`src/design/ats_pkg.sv`:
```
package ats_pkg;

  // Register byte offsets on the APB bus.
  localparam logic [7:0] OFF_STATUS  = 8'h00;
  localparam logic [7:0] OFF_COUNT   = 8'h04;
  localparam logic [7:0] OFF_COMPARE = 8'h08;
  localparam logic [7:0] OFF_CONTROL = 8'h0C;
  localparam logic [7:0] OFF_FLAGS   = 8'h10;
  localparam logic [7:0] OFF_ENABLE  = 8'h14;

  // Status field positions.
  localparam int STAT_ASYNC_BIT = 3;
  localparam int STAT_CNT_BUSY  = 2;
  localparam int STAT_CMP_BUSY  = 1;
  localparam int STAT_CTL_BUSY  = 0;

  // Control field positions.
  localparam int CTL_RUN_BIT   = 0;
  localparam int CTL_MODE_LO   = 1;
  localparam int CTL_CLEAR_BIT = 3;

  // Flag and enable field positions.
  localparam int FLG_COMPARE = 0;
  localparam int FLG_OVERFLOW = 1;

  // Holding latch indexes.
  localparam int H_CNT = 0;
  localparam int H_CMP = 1;
  localparam int H_CTL = 2;

  // Reset values.
  localparam logic [7:0] RST_BYTE = 8'h00;
  localparam logic [1:0] RST_PAIR = 2'h0;

  // Timer clock edges before a held value reaches its destination.
  localparam logic [1:0] XFER_EDGES = 2'h2;
  // Processor cycles to move a timer event into the processor domain.
  localparam int FLAG_SYNC_CYCLES = 3;

  // Compare output actions.
  typedef enum logic [1:0] {
    ATS_OUT_NONE   = 2'h0,
    ATS_OUT_TOGGLE = 2'h1,
    ATS_OUT_CLEAR  = 2'h2,
    ATS_OUT_SET    = 2'h3
  } ats_out_mode_t;

  // One holding latch with its transfer state.
  typedef struct packed {
    logic       busy;
    logic [1:0] edges;
    logic [7:0] val;
  } ats_hold_t;

endpackage

```
`src/design/ats_timer_sync.sv`:
```
// How it works
// - Status bits 7..4 always read zero.
// - Mode bit picks system or oscillator clock.
// - Clock source change may corrupt timer registers.
// - Counter write sets busy until loaded.
// - Compare write sets busy until loaded.
// - Control write sets busy until loaded.
// - Counter reads live; others read latch.
// - Latched value moves after two timer edges.
// - Each register owns its holding latch.
// - No compare match while counter/compare pending.
// - Interrupt logic resets after one timer cycle.
// - Oscillator stops in power-down; wait.
// - Wake-up starts on next timer cycle.
// - Flags visible three processor cycles later.
// - Flag sync takes three cycles plus tick.
// - Compare pin driven on timer clock.
// - Counter write blocks next cycle's match.
//
// Implementation choices: the APB register port and the placing of the registers.
module ats_timer_sync (
  // Clock and reset.
  input  wire logic        clk,
  input  wire logic        rst_b,
  // APB slave.
  input  wire logic        psel,
  input  wire logic        penable,
  input  wire logic        pwrite,
  input  wire logic [7:0]  paddr,
  input  wire logic [31:0] pwdata,
  output logic             pready,
  output logic [31:0]      prdata,
  output logic             pslverr,
  // Oscillator and power pins.
  input  wire logic        async_osc_input,
  input  wire logic        power_down,
  output logic             osc_pins_claimed,
  // Timer results.
  output logic             compare_out,
  output logic             timer_irq,
  output logic             wake_req
);

  // Pin synchronisers: oscillator pin (with an edge stage) and power-down request.
  // The pins are not related to clk, so no logic reads their first stage.
  logic [2:0] osc_q, osc_d;
  logic [1:0] pd_q, pd_d;

  // Clock source select; a change abandons every pending transfer.
  logic       async_q, async_d;

  // One holding latch per synchronised register, so the transfers never interfere.
  // Reads of compare and control come from here, which shows the newest write.
  ats_pkg::ats_hold_t hold_q [3];
  ats_pkg::ats_hold_t hold_d [3];

  // Timer core: counter, compare value and control byte in the timer's time base.
  logic [7:0] cnt_q, cnt_d;
  logic [7:0] cmp_q, cmp_d;
  logic [7:0] ctl_q, ctl_d;

  // Match blocking after a counter load, and the compare output pin.
  logic       blk_q, blk_d;
  logic       cout_q, cout_d;

  // Event pipes that stand for the flag crossing into the processor domain.
  // They cost a few flops but keep the flag timing the same in every run.
  logic [ats_pkg::FLAG_SYNC_CYCLES-1:0] cpipe_q, cpipe_d, opipe_q, opipe_d;

  // Event flags, their enables and the interrupt line.
  logic [1:0] flags_q, flags_d;
  logic [1:0] en_q, en_d;
  logic       irq_q, irq_d;

  // Wake request: armed by an event, fired on the following timer tick.
  logic       wpend_q, wpend_d;
  logic       wake_q, wake_d;

  // Registered bus answer; read data is captured in the setup cycle.
  logic       rdy_q, rdy_d;
  logic       err_q, err_d;
  logic [31:0] rdata_q, rdata_d;

  // Values worked out in the next-state process and used within the same cycle.
  logic tick;
  logic match;
  logic ovf;
  logic wr;
  logic cmp_ev;
  logic ovf_ev;

  // Returns one when the address names a mapped register.
  // Unmapped addresses answer with an error and leave all state alone.
  function automatic logic ats_mapped(input logic [7:0] a);
    ats_mapped = (a == ats_pkg::OFF_STATUS) || (a == ats_pkg::OFF_COUNT) ||
                 (a == ats_pkg::OFF_COMPARE) || (a == ats_pkg::OFF_CONTROL) ||
                 (a == ats_pkg::OFF_FLAGS) || (a == ats_pkg::OFF_ENABLE);
  endfunction

  // Every output comes straight from a register.
  assign pready           = rdy_q;
  assign prdata           = rdata_q;
  assign pslverr          = err_q;
  assign osc_pins_claimed = async_q;
  assign compare_out      = cout_q;
  assign timer_irq        = irq_q;
  assign wake_req         = wake_q;

  // Next-state logic for the whole block.
  always_comb begin
    // Two-stage synchronisers; the third oscillator stage only serves edge detection.
    osc_d   = {osc_q[1:0], async_osc_input};
    pd_d    = {pd_q[0], power_down};
    // Every register keeps its value unless a branch below says otherwise.
    async_d = async_q;
    hold_d  = hold_q;
    cnt_d   = cnt_q;
    cmp_d   = cmp_q;
    ctl_d   = ctl_q;
    cout_d  = cout_q;
    en_d    = en_q;
    // oscillator clock select
    // The oscillator stops in power-down, so no oscillator ticks are taken then; in synchronous mode every clk is still a tick.
    // oscillator stopped
    tick = async_q ? (osc_q[1] & ~osc_q[2] & ~pd_q[1]) : 1'b1;
    // A write commits in the access cycle, when pready is high.
    wr   = psel & penable & rdy_q & pwrite;
    blk_d = blk_q & ~tick;
    match = tick & ctl_q[ats_pkg::CTL_RUN_BIT] & (cnt_q == cmp_q) & ~blk_q &
            ~hold_q[ats_pkg::H_CNT].busy & ~hold_q[ats_pkg::H_CMP].busy;
    // Overflow is seen when the counter leaves its top value.
    ovf   = tick & ctl_q[ats_pkg::CTL_RUN_BIT] & (cnt_q == 8'hFF);
    // The counter advances on every tick while the run bit is set.
    if (tick && ctl_q[ats_pkg::CTL_RUN_BIT]) begin
      cnt_d = cnt_q + 8'h01;
    end
    // Clear on match takes priority over the increment.
    if (match && ctl_q[ats_pkg::CTL_CLEAR_BIT]) begin
      cnt_d = 8'h00;
    end
    if (match) begin
      case (ats_pkg::ats_out_mode_t'(ctl_q[ats_pkg::CTL_MODE_LO +: 2]))
        ats_pkg::ATS_OUT_TOGGLE: cout_d = ~cout_q;
        ats_pkg::ATS_OUT_CLEAR:  cout_d = 1'b0;
        ats_pkg::ATS_OUT_SET:    cout_d = 1'b1;
        default:                 cout_d = cout_q;
      endcase
    end
    // A latch counts timer edges only while it is busy.
    // two edge transfer
    for (int i = 0; i < 3; i++) begin
      if (hold_q[i].busy && tick) begin
        if (hold_q[i].edges == ats_pkg::XFER_EDGES - 2'h1) begin
          hold_d[i].busy  = 1'b0;
          hold_d[i].edges = 2'h0;
          if (i == ats_pkg::H_CNT) begin
            cnt_d = hold_q[i].val;
            blk_d = 1'b1;
          end else if (i == ats_pkg::H_CMP) begin
            cmp_d = hold_q[i].val;
          end else begin
            ctl_d = hold_q[i].val;
          end
        end else begin
          hold_d[i].edges = hold_q[i].edges + 2'h1;
        end
      end
    end
    // In synchronous mode a write lands at once and busy never rises.
    // write sets busy
    if (wr) begin
      for (int i = 0; i < 3; i++) begin
        if (paddr == ats_pkg::OFF_COUNT + 8'(4 * i)) begin
          hold_d[i].val = pwdata[7:0];
          if (async_q) begin
            hold_d[i].busy  = 1'b1;
            hold_d[i].edges = 2'h0;
          end else if (i == ats_pkg::H_CNT) begin
            cnt_d = pwdata[7:0];
            blk_d = 1'b1;
          end else if (i == ats_pkg::H_CMP) begin
            cmp_d = pwdata[7:0];
          end else begin
            ctl_d = pwdata[7:0];
          end
        end
      end
      if (paddr == ats_pkg::OFF_STATUS) begin
        async_d = pwdata[ats_pkg::STAT_ASYNC_BIT];
      end
      if (paddr == ats_pkg::OFF_ENABLE) begin
        en_d = pwdata[1:0];
      end
    end
    // source change drops transfers
    // Pending transfers are abandoned; the old values may be stale.
    if (async_d != async_q) begin
      for (int i = 0; i < 3; i++) begin
        hold_d[i].busy  = 1'b0;
        hold_d[i].edges = 2'h0;
      end
    end
    // In synchronous mode the flags need no crossing and set at once.
    // three cycles plus tick
    cpipe_d = {cpipe_q[ats_pkg::FLAG_SYNC_CYCLES-2:0], match & async_q};
    opipe_d = {opipe_q[ats_pkg::FLAG_SYNC_CYCLES-2:0], ovf & async_q};
    cmp_ev = async_q ? cpipe_q[ats_pkg::FLAG_SYNC_CYCLES-1] : match;
    ovf_ev = async_q ? opipe_q[ats_pkg::FLAG_SYNC_CYCLES-1] : ovf;
    // A new event wins over a clear in the same cycle.
    flags_d = flags_q;
    if (wr && paddr == ats_pkg::OFF_FLAGS) begin
      flags_d = flags_q & ~pwdata[1:0];
    end
    flags_d[ats_pkg::FLG_COMPARE]  = flags_d[ats_pkg::FLG_COMPARE] | cmp_ev;
    flags_d[ats_pkg::FLG_OVERFLOW] = flags_d[ats_pkg::FLG_OVERFLOW] | ovf_ev;
    // The interrupt line follows the enabled flags one cycle later.
    irq_d = |(flags_q & en_q);
    // The wake pulse always lands on a tick, one tick after the event.
    // wake on next tick
    wake_d  = wpend_q & tick;
    wpend_d = (wpend_q & ~tick) | ((match | ovf) & async_q);
    // APB answers one cycle after setup with registered data.
    rdy_d   = psel & ~penable;
    err_d   = psel & ~penable & ~ats_mapped(paddr);
    rdata_d = rdata_q;
    if (psel && !penable) begin
      case (paddr)
        ats_pkg::OFF_STATUS:  rdata_d = {28'h0000000, async_q,
                                         hold_q[ats_pkg::H_CNT].busy,
                                         hold_q[ats_pkg::H_CMP].busy,
                                         hold_q[ats_pkg::H_CTL].busy};
        ats_pkg::OFF_COUNT:   rdata_d = {24'h000000, cnt_q};
        ats_pkg::OFF_COMPARE: rdata_d = {24'h000000, hold_q[ats_pkg::H_CMP].val};
        ats_pkg::OFF_CONTROL: rdata_d = {24'h000000, hold_q[ats_pkg::H_CTL].val};
        ats_pkg::OFF_FLAGS:   rdata_d = {30'h0, flags_q};
        ats_pkg::OFF_ENABLE:  rdata_d = {30'h0, en_q};
        default:              rdata_d = 32'h00000000;
      endcase
    end
  end

  // State registers; synchronous active-low reset.
  always_ff @(posedge clk) begin
    if (!rst_b) begin
      // Pending transfers and events are dropped along with everything else.
      osc_q   <= 3'h0;
      pd_q    <= 2'h0;
      async_q <= 1'b0;
      for (int i = 0; i < 3; i++) begin
        hold_q[i] <= '0;
      end
      cnt_q   <= ats_pkg::RST_BYTE;
      cmp_q   <= ats_pkg::RST_BYTE;
      ctl_q   <= ats_pkg::RST_BYTE;
      blk_q   <= 1'b0;
      cout_q  <= 1'b0;
      cpipe_q <= '0;
      opipe_q <= '0;
      flags_q <= ats_pkg::RST_PAIR;
      en_q    <= ats_pkg::RST_PAIR;
      irq_q   <= 1'b0;
      wpend_q <= 1'b0;
      wake_q  <= 1'b0;
      rdy_q   <= 1'b0;
      err_q   <= 1'b0;
      rdata_q <= 32'h00000000;
    end else begin
      // Every register takes its next value on every edge.
      osc_q   <= osc_d;
      pd_q    <= pd_d;
      async_q <= async_d;
      hold_q  <= hold_d;
      cnt_q   <= cnt_d;
      cmp_q   <= cmp_d;
      ctl_q   <= ctl_d;
      blk_q   <= blk_d;
      cout_q  <= cout_d;
      cpipe_q <= cpipe_d;
      opipe_q <= opipe_d;
      flags_q <= flags_d;
      en_q    <= en_d;
      irq_q   <= irq_d;
      wpend_q <= wpend_d;
      wake_q  <= wake_d;
      rdy_q   <= rdy_d;
      err_q   <= err_d;
      rdata_q <= rdata_d;
    end
  end

endmodule

```
`config.mk`:
```
export PLATFORM = sky130hd
export DESIGN_NAME = ats_timer_sync
export DESIGN_NICKNAME = d
export VERILOG_FILES = /design/src/design/ats_pkg.sv /design/src/design/ats_timer_sync.sv
export SDC_FILE = /design/constraint.sdc
export NUM_CORES = 1
export LEC_CHECK = 0
export ABC_AREA = 1
export BUFFER_PORTS_ARGS = -buffer_cell sky130_fd_sc_hd__clkbuf_2
export CORE_UTILIZATION = 55
export CTS_CLUSTER_DIAMETER = 80
export DETAILED_ROUTE_END_ITERATION = 8
export GPL_TIMING_DRIVEN = 0
export PLACE_DENSITY_LB_ADDON = 0.2
export SKIP_CTS_REPAIR_TIMING = 1
export SLEW_MARGIN = 20
export SYNTH_ARGS = -nofsm -noshare
export SYNTH_HDL_FRONTEND = slang
export SYNTH_SLANG_ARGS = --single-unit
```
`constraint.sdc`:
```
create_clock -name clk -period 1.66 [get_ports clk]
set_input_delay 0.166 -clock clk [delete_from_list [all_inputs] [get_ports clk]]
set_output_delay 0.166 -clock clk [all_outputs]
set_load 0.01 [all_outputs]
```
==> results by group <==
Run status
  – Status: finished with violations
  – Violated checks: design-rule violations

Drt
  – Met2 wire length: around 5.2 mm
  – WL met1: roughly 4.7 mm
  – Top routing layer in use: met4
  – Residual DRC: 1
  – WL final: approximately 11 mm
  – Detailed Routing Iterations Pass 1: 8
  – Iter 0 DRT Violations: 290
  – WL met3: roughly 650 um
  – Vias: between 4000 and 5000
  – Antenna viol nets, final: 0
  – Avg WL per Cell: between 10 and 15 um
  – DR vias/cell: about 5.2

Floorplan
  – IO Pins: 85
  – Initial core utilization: 56.4%
  – Die Span X: 90.8 um
  – Die ar.: around 0.0082 mm2
  – Core Area: roughly 0.0077 mm2
  – FP Rows: 32
  – Die span in y: about 90 um

Power
  – Switching power: 0.902 mW
  – Pleak: 2.26 nW
  – Power share of the clock group: 38.8%
  – Total Power: between 3 and 4 mW
  – Sequential share of power: ~55%
  – Worst vdd ir: approximately 590 uV
  – Switching Share: between 20% and 30%
  – Power Internal: 2.80 mW
  – P per Cell Area: around 730 mW/mm2
  – Comb power frac: 6.6%

CTS
  – Number of CTS-inserted buffers: 9
  – CTS Root Cell: clkbuf_8
  – CTS tree: built
  – Worst-path clk slew: 0.09 ns
  – Worst-skew pair later-pin latency: between 0.3 and 0.4 ns
  – Maximum clock insertion buffer count: 2
  – H-tree Lvls: 3
  – Clk sinks: 84

Worst setup path
  – Critical path class: register to register
  – Reg2reg end: cnt_q[0]
  – R2R Path Start: cnt_q[0]
  – Worst setup SP type: register
  – Data arrival, critical path: around 1.8 ns
  – R2R cell count: 9
  – Setup crit end kind: register
  – Setup slack, reg-to-reg: 0.08 ns
  – Critical Path RT: roughly 1.9 ns
  – CP max FO: 8

Global route
  – Number of global-route vias before repair: roughly 3800
  – Total global-route track usage: 26.9%
  – Initial antenna violation count: 0
  – Grt total ovfl: 0
  – Pin count of the biggest net entering global routing: 15
  – First-pass GRT wire length: roughly 17 mm

Cells and area
  – Area grow syn2layout: 16.1%
  – Filler cells: 760
  – Inserted Diodes: 0
  – Nets: around 760
  – Commonest non-fill, non-tap cell in the layout: nand2_1
  – Most frequent cells in the layout: 151 x nand2_1, 90 x inv_1, 82 x dfxtp_1
  – Share of layout cells above drive strength 1: 18.8%

STA
  – Slew @ Worst Pin: 0.607 ns
  – Time the worst path needs with I/O delays and setup: 1.58 ns
  – Fin Setup TNS: 0 ns
  – Pins Over Slew Limit: 0
  – Period utilization: a little over nine tenths
  – Setup violations, final: 0
  – Clock Skew: approximately 0.008 ns
  – RSZ-0062 raised after global routing: no
  – Final Hold Viols: 0
  – Slew headroom: approximately three fifths
  – Peak Freq: ~630 MHz

Synth
  – Mean Syn Cell Area: 6.76 um2
  – Synth warn: 0
  – Cell area after synthesis: 0.00434 mm2
  – Post-synth EDFFs: 0
  – Synth Flop Type: dfxtp_1
  – Mapped Cells: 642
  – Post-synthesis cell type count: 37
  – Post-synth ARST share: 0%
  – Register area share after synthesis: approximately two fifths
  – Synthesized flop and latch total: 84

Placement
  – GP Congestion: about 0.9
  – Detail Placement HPWL: 8.37 mm
  – IO Port Bufs: 36

Min path
  – Hold Path Cell Cnt: 3
  – Worst min-delay path category: input port to register
  – Endpoint, Worst Hold: pslverr
  – Hold_sp: paddr[5]

Run
  – Max Cap Violations: 0
==> cells in the mapped netlist, types with 3 or more instances <==
library cell / count / area, um2
inv_1: 90 / 338
o21ai_1: 11 / 55.1
a21oi_1: 44 / 220
nand2_2: 9 / 56.3
nand4_1: 4 / 25.0
buf_6: 3 / 33.8
clkbuf_1: 6 / 22.5
nor2_4: 9 / 101
nor2_1: 59 / 221
dfxtp_1: 84 / 1680
nand3_1: 39 / 195
o21ai_2: 3 / 26.3
buf_2: 6 / 30.0
o211ai_1: 8 / 60.1
nand2_1: 152 / 571
a211oi_1: 4 / 30.0
inv_2: 7 / 26.3
o21ai_0: 49 / 245
nor2_2: 3 / 18.8
buf_4: 25 / 188
nor3_1: 7 / 35.0
==> worst max-delay path by stage <==
stage | start | end | slack, ns | cells past startpoint
after floorplan | osc_pins_claimed | cnt_q[0] | 0.32 | 6
after global placement | cnt_q[0] | flags_q[1] | -0.14 | 7
after detailed placement | cnt_q[0] | wpend_q | -0.19 | 5
after CTS | cnt_q[0] | wpend_q | -0.22 | 5
after global routing | cnt_q[6] | compare_out | 0.004 | 10
final | cnt_q[0] | cnt_q[0] | 0.08 | 9
==> per-layer routing <==
metal | global-route usage (%) | up-vias
li1 | - | 2135
met1 | 33.1 | 1931
met2 | 45.4 | 153
met3 | 4.21 | 30
met4 | 13.6 | 0
met5 | 0 | -
==> layout make-up <==
class                   count  area [um2]  area share, %
multi-input cells         442        2160           42.8
well taps                 102         128           2.53
inverters                  98         368           7.30
plain buffers              41         288           5.71
flip-flops and latches     84        1680           33.4
clock inverters             6        65.1           1.29
clock buffers               9         124           2.46
repair buffers             40         228           4.52
==> sequential cells by signal, summed over array words and instances, names as in the netlist, 2 cells and up <==
register,count
cnt_q,8
en_q,2
cmp_q,8
opipe_q,3
ctl_q,4
cpipe_q,3
flags_q,2
pd_q,2
prdata,8
hold_q,33
osc_q,3
==> cells by family (layout without fill, tap and decap cells) <==
kind of cell | count (synthesis) | count (layout) | synth area share (%)
other cells | 1 | 24 | 0.0864
xor+xnor | 2 | 2 | 0.404
simple gates | 287 | 287 | 29.3
flops | 84 | 84 | 38.8
compound gates | 128 | 128 | 16.3
fa+ha+maj | 1 | 1 | 0.288
buf+inv | 139 | 194 | 14.9
==> through the flow <==
stage / hold slack, ns / std cells / instance area, um2 / setup WS (ns) / utilization (%)
final: 0.124 / 822 / 5040 / 0.0822 / 65.6
after global routing: 0.138 / 822 / 5040 / 0.00438 / 65.6
after CTS: -0.0251 / 818 / 4920 / -0.216 / 64.0
after detailed placement: 0.353 / 803 / 4730 / -0.193 / 61.6
after global placement: 0.346 / 803 / 4730 / -0.141 / 61.6
after floorplan: 0.264 / 665 / 4430 / 0.319 / -
==> worst max-delay path, cell delays in order, from the launching register on <==
cell and delay, ns:
dfxtp_2 0.42, inv_1 0.11, nand2_1 0.09, nand2_1 0.05
nor2_1 0.12, nand2_1 0.08, nor2_2 0.17, nand3_2 0.22
nand3_1 0.13, a21oi_1 0.07
==> power groups by stage <==
stage	Sequential (mW)	Clock [mW]	Combinational, mW
4_1_cts	2.02	1.47	0.230
3_3_place_gp	2.07	0	0.227
2_1_floorplan	2.07	0	0.148
6_report	2.02	1.44	0.245
3_5_place_dp	2.07	0	0.229
5_1_grt	2.02	1.56	0.265
(Power assumes the default switching activity.)
